==> config.mk <==
export PLATFORM = sky130hd
export DESIGN_NAME = ucp_cell_port
export DESIGN_NICKNAME = d
export VERILOG_FILES = /design/src/design/ucp_cell_port.v
export VERILOG_INCLUDE_DIRS = /design/src /design/src/inc
export SDC_FILE = /design/constraint.sdc
export NUM_CORES = 2
export LEC_CHECK = 0
export CORE_MARGIN = 1
export CORE_UTILIZATION = 60
export DETAILED_ROUTE_END_ITERATION = 10
export DONT_BUFFER_PORTS = 1
export HOLD_SLACK_MARGIN = 0.15
export MAX_ROUTING_LAYER = met4
export PLACE_DENSITY = 0.74
export REMOVE_ABC_BUFFERS = 1
export SYNTH_ARGS = -nofsm -noshare
export SYNTH_HDL_FRONTEND = slang
export SYNTH_SLANG_ARGS = --single-unit
export TNS_END_PERCENT = 30
==> constraint.sdc <==
create_clock -name clk_i -period 7.1 [get_ports clk_i]
set_clock_uncertainty 0.05 [all_clocks]
set_input_delay 0 -clock clk_i [delete_from_list [all_inputs] [get_ports clk_i]]
set_output_delay 0 -clock clk_i [all_outputs]
set_load 0.02 [all_outputs]
==> src/inc/ucp_defines.vh <==
// register offsets, field positions, reset values and cell sizes of the cell port
// assumes inclusion by bare name from the design file
`ifndef UCP_DEFINES_VH
`define UCP_DEFINES_VH

`define UCP_OFS_MCR      8'h00
`define UCP_OFS_STATUS   8'h04
`define UCP_OFS_CTRL     8'h08
`define UCP_OFS_ECR0     8'h10
`define UCP_OFS_TXPTR    8'h20
`define UCP_OFS_TXDATA   8'h24
`define UCP_OFS_RXPTR    8'h28
`define UCP_OFS_RXDATA   8'h2C

`define UCP_MCR_BYTE_BIT 1
`define UCP_MCR_RESET    2'h0
`define UCP_ADDR_MSB     4

`define UCP_MODE_L2      2'h0
`define UCP_MODE_L1      2'h1
`define UCP_MODE_DPI     2'h2

`define UCP_L2_WORDS     6'd27
`define UCP_L1_BYTES     6'd53
`define UCP_HDR_BYTES    6'd5
`define UCP_MEM_BYTES    54

`endif

==> src/design/ucp_cell_port.v <==
// PHY-side cell transfer port: 16-bit multi-address and 8-bit multi-PHY modes, APB registers
// assumes link clocks and pins asynchronous to clk_i and much slower (8+ clk_i cycles per period)
//
// Chosen here: the address map and register access over APB.
`timescale 1ns/100ps
`include "ucp_defines.vh"

module ucp_cell_port
(
  input  wire        clk_i,
  input  wire        reset_n_i,
  input  wire        psel_i,
  input  wire        penable_i,
  input  wire        pwrite_i,
  input  wire [7:0]  paddr_i,
  input  wire [31:0] pwdata_i,
  output reg  [31:0] prdata_o,
  output wire        pready_o,
  output reg         pslverr_o,
  input  wire [1:0]  mode_i,
  input  wire        txclk_i,
  input  wire [15:0] txdata_i,
  input  wire        txprty_i,
  input  wire        txsoc_i,
  input  wire [4:0]  txaddr_i,
  input  wire [3:0]  txen_n_i,
  output reg  [3:0]  txclav_o,
  output reg  [3:0]  txclav_oe_o,
  input  wire        rxclk_i,
  input  wire [4:0]  rxaddr_i,
  input  wire [3:0]  rxen_n_i,
  output reg  [15:0] rxdata_o,
  output reg         rxprty_o,
  output reg         rxsoc_o,
  output reg         rxdata_oe_o,
  output reg  [3:0]  rxclav_o,
  output reg  [3:0]  rxclav_oe_o
);

  // three-stage sampling of every pin; a change counts once stages 2 and 3 agree
  localparam SW = 40;
  wire [SW-1:0] pin_raw = {mode_i, rxclk_i, rxaddr_i, rxen_n_i,
                           txclk_i, txdata_i, txprty_i, txsoc_i, txaddr_i, txen_n_i};
  reg  [SW-1:0] s1;
  reg  [SW-1:0] s2;
  reg  [SW-1:0] s3;
  reg  [SW-1:0] pin;
  always @(posedge clk_i)
  begin
    s1  <= pin_raw;
    s2  <= s1;
    s3  <= s2;
    pin <= (s2 & s3) | (pin & (s2 | s3));
  end

  wire [1:0]  mode    = pin[39:38];
  wire        rclk    = pin[37];
  wire [4:0]  raddr   = pin[36:32];
  wire [3:0]  ren_n   = pin[31:28];
  wire        tclk    = pin[27];
  wire [15:0] tdata   = pin[26:11];
  wire        tprty   = pin[10];
  wire        tsoc    = pin[9];
  wire [4:0]  taddr   = pin[8:4];
  wire [3:0]  ten_n   = pin[3:0];

  reg         tclk_q;
  reg         rclk_q;
  wire        tedge   = tclk & ~tclk_q;
  wire        redge   = rclk & ~rclk_q;
  wire        is_l2   = (mode == `UCP_MODE_L2);
  wire        is_l1   = (mode == `UCP_MODE_L1);
  // DPI and the reserved code leave the cell port idle: outputs released

  // registers
  reg  [1:0]  mcr;
  reg  [4:0]  ecr [0:3];
  reg  [3:0]  tx_full;
  reg  [3:0]  rx_ready;
  reg         tx_perr;
  reg  [4:0]  tx_ptr;
  reg  [4:0]  rx_ptr;
  reg  [7:0]  tx_mem [0:`UCP_MEM_BYTES-1];
  reg  [7:0]  rx_mem [0:`UCP_MEM_BYTES-1];
  wire        byte_mode = mcr[`UCP_MCR_BYTE_BIT];

  wire        acc     = psel_i & penable_i;
  wire        wr      = acc & pwrite_i;
  assign pready_o = 1'b1;

  // 8-bit stream index to memory byte: skips the stuff byte after the header
  function [5:0] l1_map;
    input [5:0] b;
    begin
      l1_map = (b < `UCP_HDR_BYTES) ? b : b + 6'd1;
    end
  endfunction

  // channel whose address matches a bus address, with hit flag
  function [2:0] match;
    input [4:0] a;
    input [4:0] e0;
    input [4:0] e1;
    input [4:0] e2;
    input [4:0] e3;
    begin
      if (a == e0)
        match = 3'h4;
      else if (a == e1)
        match = 3'h5;
      else if (a == e2)
        match = 3'h6;
      else if (a == e3)
        match = 3'h7;
      else
        match = 3'h0;
    end
  endfunction

  wire [2:0] tmatch = match(taddr, ecr[0], ecr[1], ecr[2], ecr[3]);
  wire [2:0] rmatch = match(raddr, ecr[0], ecr[1], ecr[2], ecr[3]);

  // lowest enabled channel in 8-bit mode; one enable expected at a time
  function [2:0] first_en;
    input [3:0] en_n;
    begin
      if (!en_n[0])
        first_en = 3'h4;
      else if (!en_n[1])
        first_en = 3'h5;
      else if (!en_n[2])
        first_en = 3'h6;
      else if (!en_n[3])
        first_en = 3'h7;
      else
        first_en = 3'h0;
    end
  endfunction

  // transmit side
  reg  [2:0]  tx_cand;
  reg  [1:0]  tx_ch;
  reg         tx_en_q;
  reg         tx_busy;
  reg  [5:0]  tx_cnt;
  reg  [3:0]  tx_done;
  wire [2:0]  tx_l1ch  = first_en(ten_n);
  wire [1:0]  tx_wch   = is_l2 ? tx_ch : tx_l1ch[1:0];
  wire        tx_sel   = is_l2 ? (!ten_n[0] && (tx_busy || tx_cand[2] || tsoc)) : tx_l1ch[2];
  // byte mode lets the room flag stop each byte; cell mode never checks it, not even at the start of a cell
  wire        tx_gate  = is_l1 && byte_mode && tx_full[tx_wch];
  wire        tx_take  = tedge && (is_l2 || is_l1) && tx_sel && !tx_gate;
  wire [5:0]  tx_pos   = tsoc ? 6'd0 : tx_cnt;
  wire [5:0]  tx_last  = is_l2 ? `UCP_L2_WORDS - 6'd1 : `UCP_L1_BYTES - 6'd1;
  wire        tx_par   = is_l2 ? ^{tdata, tprty} : ^{tdata[7:0], tprty};

  integer i;
  always @(posedge clk_i)
  begin
    if (!reset_n_i)
    begin
      tclk_q  <= 1'b0;
      tx_cand <= 3'h0;
      tx_ch   <= 2'h0;
      tx_en_q <= 1'b1;
      tx_busy <= 1'b0;
      tx_cnt  <= 6'h0;
      tx_done <= 4'h0;
      tx_perr <= 1'b0;
    end
    else
    begin
      tclk_q  <= tclk;
      tx_done <= 4'h0;
      if (wr && paddr_i == `UCP_OFS_CTRL && pwdata_i[8])
        tx_perr <= 1'b0;
      if (tedge)
      begin
        tx_en_q <= ten_n[0];
        // address seen while enable high names the next selection
        if (ten_n[0])
          tx_cand <= tmatch;
        else if (tx_en_q)
        begin
          tx_ch   <= tx_cand[1:0];
          tx_cand <= {1'b0, tx_cand[1:0]};
        end
      end
      if (tx_take)
      begin
        if (tx_en_q && is_l2 && tx_cand[2])
          tx_ch <= tx_cand[1:0];
        if (!tx_par)
          tx_perr <= 1'b1;
        if (tx_pos == tx_last)
        begin
          tx_busy <= 1'b0;
          tx_cnt  <= 6'h0;
          tx_done[is_l2 && tx_en_q && tx_cand[2] ? tx_cand[1:0] : tx_wch] <= 1'b1;
        end
        else
        begin
          tx_busy <= 1'b1;
          tx_cnt  <= tx_pos + 6'd1;
        end
      end
    end
  end

  // captured cell; 16-bit words put the earlier byte high
  always @(posedge clk_i)
  begin
    if (tx_take)
    begin
      if (is_l2)
      begin
        tx_mem[{tx_pos[4:0], 1'b0}] <= tdata[15:8];
        tx_mem[{tx_pos[4:0], 1'b1}] <= tdata[7:0];
      end
      else
        tx_mem[l1_map(tx_pos)] <= tdata[7:0];
    end
    if (wr && paddr_i == `UCP_OFS_RXDATA)
    begin
      rx_mem[{rx_ptr, 1'b0}] <= pwdata_i[15:8];
      rx_mem[{rx_ptr, 1'b1}] <= pwdata_i[7:0];
    end
  end

  // receive side
  reg  [2:0]  rx_cand;
  reg  [1:0]  rx_ch;
  reg         rx_en_q;
  reg  [5:0]  rx_cnt;
  reg  [3:0]  rx_done;
  wire [2:0]  rx_l1ch  = first_en(ren_n);
  wire [1:0]  rx_wch   = is_l2 ? ((rx_en_q && rx_cand[2]) ? rx_cand[1:0] : rx_ch) : rx_l1ch[1:0];
  wire        rx_sel   = is_l2 ? !ren_n[0] : rx_l1ch[2];
  wire        rx_mid   = (rx_cnt != 6'd0);
  // a cell is only started when ready; byte mode also stalls on a cleared flag
  wire        rx_gate  = !rx_ready[rx_wch] && (!rx_mid || (is_l1 && byte_mode));
  wire        rx_give  = redge && (is_l2 || is_l1) && rx_sel && !rx_gate;
  wire [5:0]  rx_last  = is_l2 ? `UCP_L2_WORDS - 6'd1 : `UCP_L1_BYTES - 6'd1;
  wire [15:0] rx_word  = is_l2 ? {rx_mem[{rx_cnt[4:0], 1'b0}], rx_mem[{rx_cnt[4:0], 1'b1}]}
                               : {8'h00, rx_mem[l1_map(rx_cnt)]};

  always @(posedge clk_i)
  begin
    if (!reset_n_i)
    begin
      rclk_q      <= 1'b0;
      rx_cand     <= 3'h0;
      rx_ch       <= 2'h0;
      rx_en_q     <= 1'b1;
      rx_cnt      <= 6'h0;
      rx_done     <= 4'h0;
      rxdata_o    <= 16'h0000;
      rxprty_o    <= 1'b1;
      rxsoc_o     <= 1'b0;
      rxdata_oe_o <= 1'b0;
    end
    else
    begin
      rclk_q  <= rclk;
      rx_done <= 4'h0;
      if (redge)
      begin
        rx_en_q     <= ren_n[0];
        rxsoc_o     <= 1'b0;
        rxdata_oe_o <= (is_l2 || is_l1) && rx_sel;
        if (ren_n[0])
          rx_cand <= rmatch;
        else if (rx_en_q)
        begin
          rx_ch   <= rx_cand[1:0];
          rx_cand <= {1'b0, rx_cand[1:0]};
        end
      end
      if (rx_give)
      begin
        rxdata_o <= rx_word;
        rxprty_o <= ~^rx_word;
        rxsoc_o  <= (rx_cnt == 6'd0);
        if (rx_cnt == rx_last)
        begin
          rx_cnt           <= 6'h0;
          rx_done[rx_wch]  <= 1'b1;
        end
        else
          rx_cnt <= rx_cnt + 6'd1;
      end
    end
  end

  // cell-available: 16-bit mode answers the polled address on the next link clock
  always @(posedge clk_i)
  begin
    if (!reset_n_i)
    begin
      txclav_o    <= 4'h0;
      txclav_oe_o <= 4'h0;
      rxclav_o    <= 4'h0;
      rxclav_oe_o <= 4'h0;
    end
    else
    begin
      if (!(is_l2 || is_l1))
      begin
        txclav_oe_o <= 4'h0;
        rxclav_oe_o <= 4'h0;
      end
      else if (is_l2)
      begin
        if (tedge)
        begin
          txclav_o    <= {3'h0, tmatch[2] & ~tx_full[tmatch[1:0]]};
          txclav_oe_o <= {3'h0, tmatch[2]};
        end
        if (redge)
        begin
          rxclav_o    <= {3'h0, rmatch[2] & rx_ready[rmatch[1:0]]};
          rxclav_oe_o <= {3'h0, rmatch[2]};
        end
      end
      else
      begin
        if (tedge)
        begin
          txclav_o    <= ~tx_full;
          txclav_oe_o <= 4'hF;
        end
        if (redge)
        begin
          rxclav_o    <= rx_ready;
          rxclav_oe_o <= 4'hF;
        end
      end
    end
  end

  // APB registers; link events win over software in the same cycle, except that a software set of rx_ready beats a cell-done clear
  always @(posedge clk_i)
  begin
    if (!reset_n_i)
    begin
      mcr      <= `UCP_MCR_RESET;
      tx_full  <= 4'h0;
      rx_ready <= 4'h0;
      tx_ptr   <= 5'h00;
      rx_ptr   <= 5'h00;
      for (i = 0; i < 4; i = i + 1)
        ecr[i] <= i[4:0];
    end
    else
    begin
      if (wr && paddr_i == `UCP_OFS_MCR)
        mcr <= pwdata_i[1:0];
      else if (wr && paddr_i[7:4] == 4'h1 && paddr_i[1:0] == 2'h0)
        ecr[paddr_i[3:2]] <= pwdata_i[`UCP_ADDR_MSB:0];
      else if (wr && paddr_i == `UCP_OFS_TXPTR)
        tx_ptr <= pwdata_i[4:0];
      else if (wr && paddr_i == `UCP_OFS_RXPTR)
        rx_ptr <= pwdata_i[4:0];
      else if (wr && paddr_i == `UCP_OFS_RXDATA)
        rx_ptr <= rx_ptr + 5'd1;
      else if (acc && !pwrite_i && paddr_i == `UCP_OFS_TXDATA)
        tx_ptr <= tx_ptr + 5'd1;
      if (wr && paddr_i == `UCP_OFS_CTRL)
      begin
        tx_full  <= (tx_full & ~pwdata_i[3:0]) | tx_done;
        rx_ready <= (rx_ready & ~rx_done) | pwdata_i[7:4];
      end
      else
      begin
        tx_full  <= tx_full | tx_done;
        rx_ready <= rx_ready & ~rx_done;
      end
    end
  end

  always @*
  begin
    prdata_o  = 32'h0000_0000;
    pslverr_o = 1'b0;
    if (paddr_i == `UCP_OFS_MCR)
      prdata_o = {30'h0, mcr};
    else if (paddr_i == `UCP_OFS_STATUS)
      prdata_o = {19'h0, tx_perr, rx_ready, tx_full, 2'h0, mode};
    else if (paddr_i == `UCP_OFS_CTRL)
      prdata_o = 32'h0000_0000;
    else if (paddr_i[7:4] == 4'h1 && paddr_i[1:0] == 2'h0)
      prdata_o = {27'h0, ecr[paddr_i[3:2]]};
    else if (paddr_i == `UCP_OFS_TXPTR)
      prdata_o = {27'h0, tx_ptr};
    else if (paddr_i == `UCP_OFS_TXDATA)
      prdata_o = {16'h0, tx_mem[{tx_ptr, 1'b0}], tx_mem[{tx_ptr, 1'b1}]};
    else if (paddr_i == `UCP_OFS_RXPTR)
      prdata_o = {27'h0, rx_ptr};
    else if (paddr_i == `UCP_OFS_RXDATA)
      prdata_o = 32'h0000_0000;
    else
      pslverr_o = psel_i & penable_i;
  end

endmodule

==> qor.txt <==
post-synth cell types = 85
CTS Buf Count = 114
CTS root buffer = clkbuf_16
clk sinks = 1141
die area = 0.0869 mm^2
startpoint types = register
RSZ-0062 raised after global routing = no
largest family of logic cells by synthesized area = multiplexers
number of global-route vias before repair = 32700
post-synth top area share = 0.516
Routed WL = 144 mm
CTS tree = done
H-tree depth = 3
clock power share = 0.432
Initial Util = 0.605
DRC Markers = 0
Core ar. = 0.0850 mm^2
detailed placer's ending HPWL = 90.2 mm
# setup viols final = 0
PD cells = 247 mW/mm^2
Post-Synthesis Cells = 3484
Die X = 295 um
largest net degree at the start of global routing = 104
fraction of registers with async set/reset = 0
Final Max Tran Viols = 0
worst setup path class = register to register
PnR Total Power = 14300 uW
drt wl/cell = 30.0 um
fin crit period = 5.93 ns
Rows = 107
first-pass GRT wire length = 211 mm
Worst-path clk slew = 0.06 ns
Syn. warnings = 0
I/O pin cnt = 154
PortBufs = 0
clock buffer depth = 3
antenna-violating nets left = 0
Final period util = 0.835
post-synth top area cell = edfxtp_1
Post-Synth Simple-Gate Area = 0.0728
die height = 295 um
Core Util, Final = 0.680
CP arrival = 6.48 ns
EDFF count, synth = 884
total of max-cap violations = 0
Yosys reg bits = 1141
Hold Path Class = input pin to register
Worst EP required = 7.65 ns
Sw Ratio = 0.218
ys flop type = edfxtp_1
fmax = 169 MHz
Post-Syn Area = 0.0515 mm^2
area fraction in compound gates after synthesis = 0.0590
number of vias per cell = 6.77
CTS Hold Bufs = 129
sequential area share after synthesis = 0.616
synth top area cells = edfxtp_1 (52%), mux4_2 (11%), dfxtp_1 (10%), mux2_2 (5.3%), mux2i_1 (2.8%)
Area growth syn-to-layout = 12.3%
CP Capture Type = register
total track usage = 0.344
placer congestion estimate = 0.952
xor/xnor share of the synthesized area = 0.0154
Switch Pwr = 3100 uW
adder-cell share of the synthesized area = 0.0109
Final Hold Fails = 0
normalized max-slew margin = 0.0754
vias = 32500
VDD IR max = 0.000252 V
Post-CTS Resized = 0
Post-CTS Setup Repair Bufs = 0
Avg Synthesized Cell Area = 14.8 um^2
outcome = finished, final reports clean
Initial DRT Pass Iterations = 7
worst-path fanout max = 41
FILL cells = 5712
Iter 0 DRT Violations = 4072
internal power = 11200 uW
Least-Margin Pin Slew = 1.38 ns
initial antenna violation count = 2
mux contribution to synthesized area = 0.200
Pleak = 0.0185 uW
Nets = 3652
clk_lat worst skew = 0.71 ns
combinational fraction of design power = 0.047
Sequential Power Share = 0.521
share of layout cells above drive strength 1 = 0.231
grt ovf = 0
[cells by family after synthesis]
| group | after synthesis |
|---|---|
| xor+xnor | 87 |
| compound gates | 452 |
| simple gates | 791 |
| mux | 656 |
| other cells | 2 |
| flops | 1141 |
| buf+inv | 302 |
| fa+ha+maj | 53 |
[cell usage after synthesis (20+ instances only)]
master,n
nand3_1,75
xor2_1,31
mux2_2,244
mux4_2,261
a32oi_1,26
buf_2,41
nor2b_1,50
buf_4,31
nor2_1,139
a22oi_1,37
nor3_1,29
dfxtp_1,257
a31oi_1,20
and3_1,39
nand2_1,324
o21ai_0,91
and2_1,35
maj3_1,40
o22ai_1,58
a21oi_1,79
xnor2_1,53
edfxtp_1,884
a21boi_0,20
nand2b_1,24
clkbuf_1,171
mux2i_1,142
buf_1,33
[placed cells by master, fill, tap and decap left out, types with 18 or more instances in the layout]
master / n
xnor2_1: 53
and3_1: 39
mux4_2: 261
mux2i_1: 142
clkbuf_16: 121
a211oi_1: 18
buf_4: 90
a32oi_1: 26
clkbuf_1: 21
nand2_1: 324
o211ai_1: 19
nor2b_1: 50
a21boi_0: 20
clkinv_2: 18
a22oi_1: 37
edfxtp_1: 884
o21ai_0: 90
a31oi_1: 20
nor3_1: 29
o22ai_1: 58
mux2_2: 244
and2_1: 35
dlygate4sd3_1: 120
xor2_1: 31
maj3_1: 40
nand3_1: 75
nor2_1: 132
a21oi_1: 79
dfxtp_1: 244
nand2b_1: 24
[final timing paths]
path	slack (ns)	endpoint	cells after the start	start
min	0.17	rx_mem[16][5]	2	pwdata_i[13]
min reg2reg	0.28	s2[34]	0	s1[34]
max reg2reg	1.17	rxprty_o	17	rx_cnt[1]
max	1.17	rxprty_o	17	rx_cnt[1]
[registers in the layout, indices dropped and copies added, names as in the netlist, 3 cells and up, named ones only]
name and count:
rx_done 4, tx_done 4, rx_ready 4, tx_cand 3
rxclav_o 4, tx_full 4, rx_mem 432, tx_ptr 5
ecr 20, rxdata_o 16, s1 40, tx_mem 432
pin 40, tx_cnt 6, rx_ptr 5, txclav_o 4
s3 40, rx_cnt 6, rx_cand 3, s2 40
[area by class of cell]
cell class | count | area (um^2) | share of cell area
Tap cell | 1144 | 1430 | 0.0248
Multi-Input combinational cell | 2056 | 18500 | 0.320
Clock inverter | 53 | 538 | 0.00931
Inverter | 18 | 67.6 | 0.00117
Clock buffer | 162 | 3360 | 0.0581
Timing Repair Buffer | 223 | 2140 | 0.0371
Antenna cell | 3 | 7.51 | 0.000130
Sequential cell | 1141 | 31700 | 0.549
[worst max-delay path: stages, from the launching register on]
cell and delay [ns]:
dfxtp_1 0.31, buf_4 0.44, clkinv_1 0.57, ha_2 0.54, buf_4 0.53, o21ai_1 0.15, buf_4 0.22, nand2_1 0.18
buf_4 0.56, mux2_2 0.27, a221o_1 0.13, a21oi_1 0.04, o41ai_1 0.63, a22o_1 0.44, xnor2_2 0.12, xnor2_1 0.23
xnor3_1 0.27, o211ai_2 0.15
[power groups by stage]
| stage | Combinational, uW | Sequential [uW] | Clock [uW] |
|---|---|---|---|
| floorplan | 335 | 7560 | 0 |
| detailed placement | 541 | 7570 | 0 |
| CTS | 660 | 7430 | 6200 |
| global route | 710 | 7440 | 6460 |
| finish | 670 | 7430 | 6160 |
| global placement | 518 | 7560 | 0 |
[per-layer routing]
metal / global-route usage / wire length, um / vias up
met5: - / 0 / -
li1: - / - / 13700
met1: 0.419 / 51500 / 16500
met4: 0.177 / 8220 / 0
met2: 0.549 / 70400 / 1967
met3: 0.0663 / 13900 / 433
[metrics by stage]
step / TNS, ns / std cells / worst slack [ns] / area (um^2) / hold WS, ns
2_1_floorplan: -8.21 / 3215 / -1.49 / 50200 / -0.0223
3_3_place_gp: 0 / 4453 / 1.41 / 52500 / -0.0222
3_5_place_dp: 0 / 4453 / 1.30 / 52500 / -0.0223
4_1_cts: 0 / 4797 / 1.27 / 57800 / 0.152
6_report: 0 / 4800 / 1.17 / 57800 / 0.169
5_1_grt: 0 / 4799 / 1.03 / 57800 / 0.184
(Power assumes the default switching activity.)
